`src/design/ubcm_pkg.sv`:
```
// Package for the bus cycle break matcher: register map, field layout,
// reset values and bus cycle encodings.
// Assumes an AXI4-Lite register bus with 32-bit data and one clock.
package ubcm_pkg;

  // Register byte offsets on the register bus.
  localparam logic [7:0] UBCM_OFS_ADDR_UPPER = 8'h00;
  localparam logic [7:0] UBCM_OFS_ADDR_LOWER = 8'h04;
  localparam logic [7:0] UBCM_OFS_MASK_UPPER = 8'h08;
  localparam logic [7:0] UBCM_OFS_MASK_LOWER = 8'h0C;
  localparam logic [7:0] UBCM_OFS_CYCLE_SEL  = 8'h10;
  localparam logic [7:0] UBCM_OFS_STATUS     = 8'h14;

  // Reset values.
  localparam logic [15:0] UBCM_RST_HALF      = 16'h0000;
  localparam logic [15:0] UBCM_RST_CYCLE_SEL = 16'h0000;

  // Field positions inside the bus-cycle select register.
  localparam int UBCM_MASTER_MSB = 7;
  localparam int UBCM_MASTER_LSB = 6;
  localparam int UBCM_KIND_MSB   = 5;
  localparam int UBCM_KIND_LSB   = 4;
  localparam int UBCM_DIR_MSB    = 3;
  localparam int UBCM_DIR_LSB    = 2;
  localparam int UBCM_SIZE_MSB   = 1;
  localparam int UBCM_SIZE_LSB   = 0;
  localparam int UBCM_SEL_WIDTH  = 8;

  // Operand size codes, shared by the size field and the bus monitor.
  localparam logic [1:0] UBCM_SIZE_ANY  = 2'h0;
  localparam logic [1:0] UBCM_SIZE_BYTE = 2'h1;
  localparam logic [1:0] UBCM_SIZE_WORD = 2'h2;
  localparam logic [1:0] UBCM_SIZE_LONG = 2'h3;

  // AXI response codes.
  localparam logic [1:0] UBCM_RESP_OKAY   = 2'h0;
  localparam logic [1:0] UBCM_RESP_SLVERR = 2'h2;

endpackage : ubcm_pkg

```
`src/design/ubcm_top.sv`:
```
// Bus cycle break matcher: AXI4-Lite registers, condition match on every
// monitored CPU or DMA bus cycle, and a held break request.
// Assumes the monitor inputs come from logic on core_clk_i.
//
// Decided for this implementation: the register addresses and the AXI4-Lite register port.
`timescale 1ns/100ps
`default_nettype none
module ubcm_top
  import ubcm_pkg::*;
(
  // Clock and reset.
  input  wire logic        core_clk_i,
  input  wire logic        resetn_i,
  // AXI4-Lite write address and data.
  input  wire logic        s_axi_awvalid_i,
  output logic             s_axi_awready_o,
  input  wire logic [7:0]  s_axi_awaddr_i,
  input  wire logic        s_axi_wvalid_i,
  output logic             s_axi_wready_o,
  input  wire logic [31:0] s_axi_wdata_i,
  input  wire logic [3:0]  s_axi_wstrb_i,
  // AXI4-Lite write response.
  output logic             s_axi_bvalid_o,
  input  wire logic        s_axi_bready_i,
  output logic [1:0]       s_axi_bresp_o,
  // AXI4-Lite read.
  input  wire logic        s_axi_arvalid_i,
  output logic             s_axi_arready_o,
  input  wire logic [7:0]  s_axi_araddr_i,
  output logic             s_axi_rvalid_o,
  input  wire logic        s_axi_rready_i,
  output logic [31:0]      s_axi_rdata_o,
  output logic [1:0]       s_axi_rresp_o,
  // Monitored bus cycle, one cycle per clock while valid.
  input  wire logic        cycle_valid_i,
  input  wire logic [31:0] cycle_addr_i,
  input  wire logic        cycle_dma_i,
  input  wire logic        cycle_fetch_i,
  input  wire logic        cycle_write_i,
  input  wire logic [1:0]  cycle_size_i,
  // Interrupt controller handshake.
  input  wire logic        brk_accept_i,
  output logic             brk_req_o
);

  import ubcm_pkg::*;

  ////////////////////////////////////////////////////////////////////////////
  // Register state.

  logic [15:0] addr_upper_ff, nxt_addr_upper;
  logic [15:0] addr_lower_ff, nxt_addr_lower;
  logic [15:0] mask_upper_ff, nxt_mask_upper;
  logic [15:0] mask_lower_ff, nxt_mask_lower;
  logic [UBCM_SEL_WIDTH-1:0] sel_ff, nxt_sel;
  logic        aw_got_ff, nxt_aw_got;
  logic        w_got_ff,  nxt_w_got;
  logic [7:0]  aw_addr_ff, nxt_aw_addr;
  logic [31:0] w_data_ff, nxt_w_data;
  logic [3:0]  w_strb_ff, nxt_w_strb;
  logic        bvalid_ff, nxt_bvalid;
  logic [1:0]  bresp_ff,  nxt_bresp;
  logic        rvalid_ff, nxt_rvalid;
  logic [31:0] rdata_ff,  nxt_rdata;
  logic [1:0]  rresp_ff,  nxt_rresp;
  logic        hit;
  logic        do_write;
  logic        wr_known;
  logic [31:0] rd_word;
  logic        rd_known;

  // Apply byte strobes to a 16-bit register held in the low half.
  function automatic logic [15:0] ubcm_merge(input logic [15:0] old,
                                             input logic [31:0] data,
                                             input logic [3:0]  strb);
    logic [15:0] res;
    res = old;
    if (strb[0]) begin
      res[7:0] = data[7:0];
    end
    if (strb[1]) begin
      res[15:8] = data[15:8];
    end
    return res;
  endfunction : ubcm_merge

  // Tell whether an offset names a register of the map.
  function automatic logic ubcm_known(input logic [7:0] ofs);
    return (ofs == UBCM_OFS_ADDR_UPPER) || (ofs == UBCM_OFS_ADDR_LOWER) ||
           (ofs == UBCM_OFS_MASK_UPPER) || (ofs == UBCM_OFS_MASK_LOWER) ||
           (ofs == UBCM_OFS_CYCLE_SEL)  || (ofs == UBCM_OFS_STATUS);
  endfunction : ubcm_known

  ////////////////////////////////////////////////////////////////////////////
  // Write path: address and data are taken in either order, one at a time.

  assign s_axi_awready_o = !aw_got_ff && !bvalid_ff;
  assign s_axi_wready_o  = !w_got_ff && !bvalid_ff;

  always_comb begin
    nxt_aw_got     = aw_got_ff;
    nxt_w_got      = w_got_ff;
    nxt_aw_addr    = aw_addr_ff;
    nxt_w_data     = w_data_ff;
    nxt_w_strb     = w_strb_ff;
    nxt_bvalid     = bvalid_ff;
    nxt_bresp      = bresp_ff;
    nxt_addr_upper = addr_upper_ff;
    nxt_addr_lower = addr_lower_ff;
    nxt_mask_upper = mask_upper_ff;
    nxt_mask_lower = mask_lower_ff;
    nxt_sel        = sel_ff;
    if (s_axi_awvalid_i && s_axi_awready_o) begin
      nxt_aw_got  = 1'b1;
      nxt_aw_addr = s_axi_awaddr_i;
    end
    if (s_axi_wvalid_i && s_axi_wready_o) begin
      nxt_w_got  = 1'b1;
      nxt_w_data = s_axi_wdata_i;
      nxt_w_strb = s_axi_wstrb_i;
    end
    do_write = aw_got_ff && w_got_ff;
    wr_known = ubcm_known(aw_addr_ff);
    if (do_write) begin
      nxt_aw_got = 1'b0;
      nxt_w_got  = 1'b0;
      nxt_bvalid = 1'b1;
      nxt_bresp  = wr_known ? UBCM_RESP_OKAY : UBCM_RESP_SLVERR;
      unique case (aw_addr_ff)
        UBCM_OFS_ADDR_UPPER: nxt_addr_upper =
          ubcm_merge(addr_upper_ff, w_data_ff, w_strb_ff);
        UBCM_OFS_ADDR_LOWER: nxt_addr_lower =
          ubcm_merge(addr_lower_ff, w_data_ff, w_strb_ff);
        UBCM_OFS_MASK_UPPER: nxt_mask_upper =
          ubcm_merge(mask_upper_ff, w_data_ff, w_strb_ff);
        UBCM_OFS_MASK_LOWER: nxt_mask_lower =
          ubcm_merge(mask_lower_ff, w_data_ff, w_strb_ff);
        // Reserved upper byte is not stored at all.
        UBCM_OFS_CYCLE_SEL: begin
          if (w_strb_ff[0]) begin
            nxt_sel = w_data_ff[7:0];
          end
        end
        default: begin
        end
      endcase
    end else if (bvalid_ff && s_axi_bready_i) begin
      nxt_bvalid = 1'b0;
    end
  end

  ////////////////////////////////////////////////////////////////////////////
  // Read path: one read at a time, answered the cycle after it is taken.

  assign s_axi_arready_o = !rvalid_ff;

  always_comb begin
    rd_known = ubcm_known(s_axi_araddr_i);
    unique case (s_axi_araddr_i)
      UBCM_OFS_ADDR_UPPER: rd_word = {16'h0000, addr_upper_ff};
      UBCM_OFS_ADDR_LOWER: rd_word = {16'h0000, addr_lower_ff};
      UBCM_OFS_MASK_UPPER: rd_word = {16'h0000, mask_upper_ff};
      UBCM_OFS_MASK_LOWER: rd_word = {16'h0000, mask_lower_ff};
      UBCM_OFS_CYCLE_SEL:  rd_word = {24'h000000, sel_ff};
      UBCM_OFS_STATUS:     rd_word = {31'h00000000, brk_req_o};
      default:             rd_word = 32'h00000000;
    endcase
    nxt_rvalid = rvalid_ff;
    nxt_rdata  = rdata_ff;
    nxt_rresp  = rresp_ff;
    if (s_axi_arvalid_i && s_axi_arready_o) begin
      nxt_rvalid = 1'b1;
      nxt_rdata  = rd_word;
      nxt_rresp  = rd_known ? UBCM_RESP_OKAY : UBCM_RESP_SLVERR;
    end else if (rvalid_ff && s_axi_rready_i) begin
      nxt_rvalid = 1'b0;
    end
  end

  // Only reset clears the registers; there is no standby clear.
  always_ff @(posedge core_clk_i) begin
    if (!resetn_i) begin
      addr_upper_ff <= UBCM_RST_HALF;
      addr_lower_ff <= UBCM_RST_HALF;
      mask_upper_ff <= UBCM_RST_HALF;
      mask_lower_ff <= UBCM_RST_HALF;
      sel_ff        <= UBCM_RST_CYCLE_SEL[7:0];
      aw_got_ff     <= 1'b0;
      w_got_ff      <= 1'b0;
      aw_addr_ff    <= 8'h00;
      w_data_ff     <= 32'h00000000;
      w_strb_ff     <= 4'h0;
      bvalid_ff     <= 1'b0;
      bresp_ff      <= UBCM_RESP_OKAY;
      rvalid_ff     <= 1'b0;
      rdata_ff      <= 32'h00000000;
      rresp_ff      <= UBCM_RESP_OKAY;
    end else begin
      addr_upper_ff <= nxt_addr_upper;
      addr_lower_ff <= nxt_addr_lower;
      mask_upper_ff <= nxt_mask_upper;
      mask_lower_ff <= nxt_mask_lower;
      sel_ff        <= nxt_sel;
      aw_got_ff     <= nxt_aw_got;
      w_got_ff      <= nxt_w_got;
      aw_addr_ff    <= nxt_aw_addr;
      w_data_ff     <= nxt_w_data;
      w_strb_ff     <= nxt_w_strb;
      bvalid_ff     <= nxt_bvalid;
      bresp_ff      <= nxt_bresp;
      rvalid_ff     <= nxt_rvalid;
      rdata_ff      <= nxt_rdata;
      rresp_ff      <= nxt_rresp;
    end
  end

  assign s_axi_bvalid_o = bvalid_ff;
  assign s_axi_bresp_o  = bresp_ff;
  assign s_axi_rvalid_o = rvalid_ff;
  assign s_axi_rdata_o  = rdata_ff;
  assign s_axi_rresp_o  = rresp_ff;

  ////////////////////////////////////////////////////////////////////////////
  // Match and request. The monitor reports each fetch address separately,
  // so the second word of a paired fetch matches on its own address; the
  // CPU then decides where the exception lands and which PC it saves.

  ubcm_cond u_cond (
    .brk_addr_i    ({addr_upper_ff, addr_lower_ff}),
    .brk_mask_i    ({mask_upper_ff, mask_lower_ff}),
    .sel_i         (sel_ff),
    .cycle_valid_i (cycle_valid_i),
    .cycle_addr_i  (cycle_addr_i),
    .cycle_dma_i   (cycle_dma_i),
    .cycle_fetch_i (cycle_fetch_i),
    .cycle_write_i (cycle_write_i),
    .cycle_size_i  (cycle_size_i),
    .hit_o         (hit)
  );

  ubcm_req u_req (
    .core_clk_i (core_clk_i),
    .resetn_i   (resetn_i),
    .set_i      (hit),
    .accept_i   (brk_accept_i),
    .req_o      (brk_req_o)
  );

  ////////////////////////////////////////////////////////////////////////////
  // Checks.

  AST_SEL_UPPER_ZERO: assert property (@(posedge core_clk_i)
    disable iff (!resetn_i)
    rvalid_ff && $past(s_axi_araddr_i) == UBCM_OFS_CYCLE_SEL
      && $past(s_axi_arvalid_i) && $past(s_axi_arready_o)
    |-> s_axi_rdata_o[31:8] == 24'h000000)
    else $error("reserved select bits not zero");
  AST_ZERO_FIELD_NO_HIT: assert property (@(posedge core_clk_i)
    disable iff (!resetn_i)
    (sel_ff[7:6] == 2'h0 || sel_ff[5:4] == 2'h0 || sel_ff[3:2] == 2'h0)
    |-> !hit) else $error("hit with a disabled field");
  AST_MASTER: assert property (@(posedge core_clk_i) disable iff (!resetn_i)
    hit |-> (cycle_dma_i ? sel_ff[7] : sel_ff[6]))
    else $error("wrong master hit");
  AST_KIND: assert property (@(posedge core_clk_i) disable iff (!resetn_i)
    hit |-> (cycle_fetch_i ? sel_ff[4] : sel_ff[5]))
    else $error("wrong kind hit");
  AST_DIR: assert property (@(posedge core_clk_i) disable iff (!resetn_i)
    hit |-> (cycle_write_i ? sel_ff[3] : sel_ff[2]))
    else $error("wrong direction hit");
  AST_SIZE: assert property (@(posedge core_clk_i) disable iff (!resetn_i)
    hit && sel_ff[1:0] != 2'h0 |->
      sel_ff[1:0] == (cycle_fetch_i ? 2'h2 : cycle_size_i))
    else $error("wrong size hit");
  AST_ADDR: assert property (@(posedge core_clk_i) disable iff (!resetn_i)
    hit |-> ((cycle_addr_i ^ {addr_upper_ff, addr_lower_ff})
             & ~{mask_upper_ff, mask_lower_ff}) == 32'h0)
    else $error("address mismatch hit");
  // A request may only rise in the cycle after a matching bus cycle.
  AST_REQ_AFTER_HIT: assert property (@(posedge core_clk_i)
    disable iff (!resetn_i)
    $rose(brk_req_o) |-> $past(hit))
    else $error("request without hit");
  AST_SEL_RESET: assert property (@(posedge core_clk_i)
    $fell(resetn_i) |=> sel_ff == 8'h00)
    else $error("select not reset");

endmodule : ubcm_top
`default_nettype wire

```
`src/design/ubcm_cond.sv`:
```
// Combinational break condition check for one bus cycle.
// Assumes the monitored cycle attributes are stable while cycle_valid_i.
`timescale 1ns/100ps
`default_nettype none
module ubcm_cond
  import ubcm_pkg::*;
(
  // Programmed condition.
  input  wire logic [31:0] brk_addr_i,
  input  wire logic [31:0] brk_mask_i,
  input  wire logic [7:0]  sel_i,
  // Observed bus cycle.
  input  wire logic        cycle_valid_i,
  input  wire logic [31:0] cycle_addr_i,
  input  wire logic        cycle_dma_i,
  input  wire logic        cycle_fetch_i,
  input  wire logic        cycle_write_i,
  input  wire logic [1:0]  cycle_size_i,
  // Result.
  output logic             hit_o
);

  logic [1:0] master_f;
  logic [1:0] kind_f;
  logic [1:0] dir_f;
  logic [1:0] size_f;
  logic [1:0] eff_size;
  logic       addr_ok;
  logic       master_ok;
  logic       kind_ok;
  logic       dir_ok;
  logic       size_ok;

  // Field split and the individual conditions.
  always_comb begin
    master_f  = sel_i[UBCM_MASTER_MSB:UBCM_MASTER_LSB];
    kind_f    = sel_i[UBCM_KIND_MSB:UBCM_KIND_LSB];
    dir_f     = sel_i[UBCM_DIR_MSB:UBCM_DIR_LSB];
    size_f    = sel_i[UBCM_SIZE_MSB:UBCM_SIZE_LSB];
    // Masked bits drop out of the compare.
    addr_ok   = ((brk_addr_i ^ cycle_addr_i) & ~brk_mask_i) == 32'h0;
    // Bit 0 is CPU, bit 1 is DMA; 00 never matches.
    master_ok = cycle_dma_i ? master_f[1] : master_f[0];
    kind_ok   = cycle_fetch_i ? kind_f[0] : kind_f[1];
    dir_ok    = cycle_write_i ? dir_f[1] : dir_f[0];
    // Fetches count as words, even double fetches.
    // Data uses the master's size, not the region width.
    eff_size  = cycle_fetch_i ? UBCM_SIZE_WORD : cycle_size_i;
    size_ok   = (size_f == UBCM_SIZE_ANY) || (size_f == eff_size);
    hit_o     = cycle_valid_i && addr_ok && master_ok && kind_ok && dir_ok
                && size_ok;
  end

endmodule : ubcm_cond
`default_nettype wire

```
`src/design/ubcm_req.sv`:
```
// Break request holder: keeps the request to the interrupt controller
// pending until it is accepted, with set winning over acceptance.
// Assumes accept_i is a one-cycle pulse from the interrupt controller.
`timescale 1ns/100ps
`default_nettype none
module ubcm_req (
  // Clock and reset.
  input  wire logic core_clk_i,
  input  wire logic resetn_i,
  // Events.
  input  wire logic set_i,
  input  wire logic accept_i,
  // Request level.
  output logic      req_o
);

  logic req_ff;
  logic nxt_req;

  // A new hit in the acceptance cycle keeps the request alive.
  always_comb begin
    nxt_req = set_i | (req_ff & ~accept_i);
  end

  always_ff @(posedge core_clk_i) begin
    if (!resetn_i) begin
      req_ff <= 1'b0;
    end else begin
      req_ff <= nxt_req;
    end
  end

  assign req_o = req_ff;

  AST_REQ_HELD: assert property (@(posedge core_clk_i) disable iff (!resetn_i)
    req_o && !accept_i |=> req_o) else $error("request dropped");
  AST_REQ_RELEASE: assert property (@(posedge core_clk_i)
    disable iff (!resetn_i)
    req_o && accept_i && !set_i |=> !req_o)
    else $error("request not released");
  AST_REQ_SET: assert property (@(posedge core_clk_i) disable iff (!resetn_i)
    set_i |=> req_o) else $error("hit lost");

endmodule : ubcm_req
`default_nettype wire

```
`config.mk`:
```
export PLATFORM = sky130hd
export DESIGN_NAME = ubcm_top
export DESIGN_NICKNAME = d
export VERILOG_FILES = /design/src/design/ubcm_pkg.sv /design/src/design/ubcm_top.sv /design/src/design/ubcm_cond.sv /design/src/design/ubcm_req.sv
export SDC_FILE = /design/constraint.sdc
export NUM_CORES = 1
export LEC_CHECK = 0
export CAP_MARGIN = 20
export CORE_ASPECT_RATIO = 0.7
export CORE_MARGIN = 2
export CORE_UTILIZATION = 50
export CTS_BUF_LIST = sky130_fd_sc_hd__clkbuf_2 sky130_fd_sc_hd__clkbuf_4 sky130_fd_sc_hd__clkbuf_8
export CTS_CLUSTER_DIAMETER = 150
export DETAILED_ROUTE_END_ITERATION = 16
export DONT_BUFFER_PORTS = 1
export GPL_ROUTABILITY_DRIVEN = 0
export PLACE_DENSITY = 0.78
export SYNTH_ARGS = -nofsm -noshare
export SYNTH_HDL_FRONTEND = slang
export SYNTH_HIERARCHICAL = 1
export SYNTH_SLANG_ARGS = --single-unit
export TNS_END_PERCENT = 20
```
`constraint.sdc`:
```
create_clock -name core_clk_i -period 1.97 [get_ports core_clk_i]
set_input_delay 0.0985 -clock core_clk_i [delete_from_list [all_inputs] [get_ports core_clk_i]]
set_output_delay 0.0985 -clock core_clk_i [all_outputs]
set_load 0.01 [all_outputs]
```
After elaboration in Yosys (flattened, before gate mapping)
Index checks and enable logic that the tools add are counted.
- register bits after elaboration: 139
- input bits: 98
- output and inout port bits: 42
- logic and storage cells: 93
- eq/ne operators: 11
- muxes and demuxes: 11
- bitwise operators: 7
- reduce and logical (&&, ||, !) cells: 44
- operators with widths (kind ; number):
    $pmux W16 S6 ; 1
    $and A32 B32 Y32 ; 1
    $eq A8 B4 Y1 const B ; 4
    $eq A8 B5 Y1 const B ; 4
    $logic_not A32 Y1 ; 1
    $not A32 Y32 ; 1
    $xor A32 B32 Y32 ; 1
    $reduce_and A3 Y1 ; 9
    $eq A8 B3 Y1 const B ; 2
    $logic_not A8 Y1 ; 2
    $logic_and A1 B1 Y1 ; 13
    $logic_or A1 B1 Y1 ; 11
    $mux W1 ; 7
    $mux W2 ; 3
    $logic_not A1 Y1 ; 4
    $reduce_bool A2 Y1 ; 2
    $eq A2 B2 Y1 ; 1
    $logic_not A2 Y1 ; 1
    $not A1 Y1 ; 2
    $reduce_or A2 Y1 ; 1
    $and A1 B1 Y1 ; 1
    $or A1 B1 Y1 ; 1

Longest topological paths before layout
- depth in word-level cells: 9
- gate-level depth with buffers: 6

Modules after synthesis
The synthesis kept the hierarchy.
- by module, submodules not included (module ; times used ; cells an instance ; area an instance (sq um)):
    ubcm_top ; 1 ; 546 ; 5202.5
    ubcm_cond ; 1 ; 69 ; 506.7
    ubcm_req ; 1 ; 3 ; 41.3

Worst setup path after synthesis
No wires, ideal clock.
- path type: reg2reg
- start: register aw_addr_ff[7]
- end: register mask_lower_ff[0]
- arrival time: 1.845 ns
- required time: 1.843 ns
- path slack: -0.002 ns
- stages on the path, launching flop included: 5
- cells stage by stage: dfxtp_1 or3_4 nor4_4 nand4_2 mux2i_1
- word-level cells in the longest chain between the ends: 2
- RTL lines (item ; RTL line ; source):
    from (decl) ; ubcm_top.sv:58 ; logic [7:0] aw_addr_ff, nxt_aw_addr;
    from (signal assigned) ; ubcm_top.sv:206 ; aw_addr_ff <= nxt_aw_addr;
    $eq A8 B4 Y1 ; ubcm_top.sv:129 ; unique case (aw_addr_ff)
    $reduce_and A3 Y1 (no line) ; - ;
    to (signal assigned) ; ubcm_top.sv:202 ; mask_lower_ff <= nxt_mask_lower;
    to (decl) ; ubcm_top.sv:54 ; logic [15:0] mask_lower_ff, nxt_mask_lower;
Every way passes these cells.
A chain may end at the register's enable or synchronous reset.

Final worst setup path
- start: register aw_addr_ff[7]
- end: register addr_upper_ff[6]
- word-level cells in the longest chain between the ends: 2
- RTL lines (item ; RTL line ; source):
    $logic_not A8 Y1 ; ubcm_top.sv:129 ;
    $reduce_and A3 Y1 (no line) ; - ;
    to (signal assigned) ; ubcm_top.sv:199 ; addr_upper_ff <= nxt_addr_upper;
    to (decl) ; ubcm_top.sv:51 ; logic [15:0] addr_upper_ff, nxt_addr_upper;
Every way passes these cells.

==> metrics.cfg <==
[worst_hold_path]
holdCritPathClass=in2reg
hold_path_depth=2
holdCritStartpoint=s_axi_arvalid_i
min_to=s_axi_rresp_o[1]

[floorplan]
core_sq_um=11100
initial_core_util=0.517
ios=140
rows=32
die_area_sq_um=12400
die_x_microns=132
die_height_microns=93.7

[clock_network]
root_buffer=clkbuf_8
clkLatencyLatePin_ns=0.45
htreeDepth=4
cts_buffer_depth=2
path_clk_slew_ns=0.07
post-cts-setup-buffers=0
clkSinkCount=121
numCtsBuffers=17
cts_tree=built

[power]
pwr_density_cell_nw_per_um2=825
fin_total_pwr_mw=5.58
leakage_nw=2.81
peakVddDrop_mv=0.675

[final_layout]
layout.cells.non_filler=825
layout.nets=757
final_layout_size_suffix_gt1_frac=0.106
multi_input_area_sq_um=3120
diodes=0
finish.instance_area_sq_um=6760
fillers=945
syn_to_final_growth_pct=17.6
ff_latch_area_sq_um=2420

[synth]
synth_area_sq_um=5750
ys_types=45
synth_edf_count=0
syn-instance-count=618
ys_warn_count=6
netlist.area_leader.share=0.421
async_flop_share=0
synthMostInstantiatedCell=nand2_1
synthFlopType=dfxtp_1
ys_seq_area_frac=0.421
yosys.area.top_type=dfxtp_1
yosys-top-cells-area=dfxtp_1, mux2i_1, nand2_1
avgSynthCellArea_sq_um=9.31
synth_common_cells=nand2_1, dfxtp_1, mux2i_1
synth_seq_cells=121

[detailed_routing]
num_vias=4777
ant_nets=0
firstDrtPassIters=5
drcViolationCount=0
wl_per_cell_microns=19.2
routed_wl_mm=15.8
routed_via_density=5.79
drtIter0Drc=371

[run_status]
status=finished clean

[global_route]
grt_pass1_vias=4623
grt_overflow=0
grt.total_usage=0.261
grt_pass1_wl_mm=24.6
antenna_found_initial=0
grt_max_degree=112

[critical_path]
worstPathArrival_ns=2.21
end_kind=flip-flop
critPathLaunchType=flip-flop
reg2reg_slack_ns=0.12
r2r-start=aw_addr_ff[7]
critPathRequiredTime_ns=2.33
critPathKind=reg2reg
cp_max_fo=9
reg2reg_depth=5
r2r_end=addr_upper_ff[6]

[sta]
relSlewSlack=0.531
setup_viol=0
hold_violations=0
slew_violations=0
fin_crit_sh=0.938
clock_skew_ns=0.0127
tightest_slew_ns=0.700
fmax_mhz=541
period_minus_slack_ns=1.85
tns_ns=0
rsz0062_at_grt=no
layout_setup_ws_ns=0.121

[place]
placedCellCount=745
preCtsSetupSlack_ns=0.148
place_area_sq_um=5800
dp_hpwl_mm=10.7
port_buffers=0

[flow_run]
maxCapViolCount=0

==> worst max-delay path by stage <==
stage	end	startpoint	slack, ns
global placement	mask_lower_ff[11]	aw_addr_ff[7]	0.20
CTS	addr_upper_ff[6]	aw_addr_ff[7]	0.13
finish	addr_upper_ff[6]	aw_addr_ff[7]	0.12
global route	mask_lower_ff[8]	aw_addr_ff[7]	0.03
detailed placement	mask_lower_ff[9]	aw_addr_ff[7]	0.15
floorplan	mask_lower_ff[0]	aw_addr_ff[7]	0.07
==> power breakdown <==
part	switching (mW)	internal, mW
Combinational	0.246	0.185
Clock	1.08	1.51
Sequential	0.0559	2.50
Total	1.38	4.19
==> cell type report <==
class,count,area share
clock buffer,17,0.0346
clock inverter,15,0.0333
inverter,5,0.00277
multi-input combinational,459,0.462
sequential,121,0.358
tap,153,0.0283
timing repair buffer,55,0.0814
==> flip-flops by register name (all words and copies together) (netlist names), 2 cells and up <==
signal         cells
w_strb_ff          2
w_data_ff         16
mask_lower_ff     16
sel_ff             8
addr_upper_ff     16
addr_lower_ff     16
mask_upper_ff     16
s_axi_rdata_o     16
aw_addr_ff         8
==> logic make-up after synthesis <==
kind of cell / Yosys count / share of synthesized area
flops: 121 / 0.421
simple gates: 224 / 0.189
compound gates: 97 / 0.119
other cells: 1 / 0.000652
buf+inv: 55 / 0.0481
xor+xnor: 32 / 0.0487
mux: 88 / 0.174
==> repair_timing <==
item | in CTS | in global routing
endpoints found under the setup margin | 0 | 6
hold endpoints to repair | 114 | 0
hold buffers | 48 | 0
gates resized for setup | 0 | 3
==> placed cells by master, fill, tap and decap left out, types with 6 or more instances in the layout <==
cell | netlist | routed
a21boi_0 | 27 | 27
clkbuf_8 | 0 | 17
nor3_1 | 6 | 6
nand3b_1 | 9 | 9
buf_4 | 18 | 7
nor2b_1 | 12 | 11
a22o_1 | 7 | 7
dfxtp_1 | 121 | 121
a21oi_1 | 10 | 10
and2_1 | 7 | 6
conb_1 | 1 | 18
a211oi_1 | 8 | 8
nor2_1 | 23 | 22
xnor2_1 | 32 | 32
nand2_1 | 145 | 145
a22oi_1 | 8 | 8
mux4_2 | 9 | 9
o21ai_0 | 8 | 8
o22ai_1 | 15 | 15
mux2i_1 | 74 | 74
dlygate4sd3_1 | 0 | 47
==> per-layer routing <==
layer	global-route usage	up-vias	wire length [microns]
li1	-	2200	-
met1	0.336	2277	6740
met2	0.407	258	7000
met3	0.0971	42	1710
met4	0.0860	0	376
met5	0	-	0
==> per-stage QoR <==
stage / utilization / hold WS, ns
after global routing: 0.608 / 0.0139
final: 0.608 / 0.0107
after detailed placement: 0.521 / 0.229
after CTS: 0.607 / 0.00172
after global placement: 0.521 / 0.226
after floorplan: - / 0.216
==> worst max-delay path: stages (launching register included) <==
cell and delay [ns]:
dfxtp_1 0.32, or3_4 0.40, nor4_4 0.15, buf_4 0.24, nand3_2 0.35, mux2i_1 0.30
No activity file was read; power rests on OpenSTA's default activity.
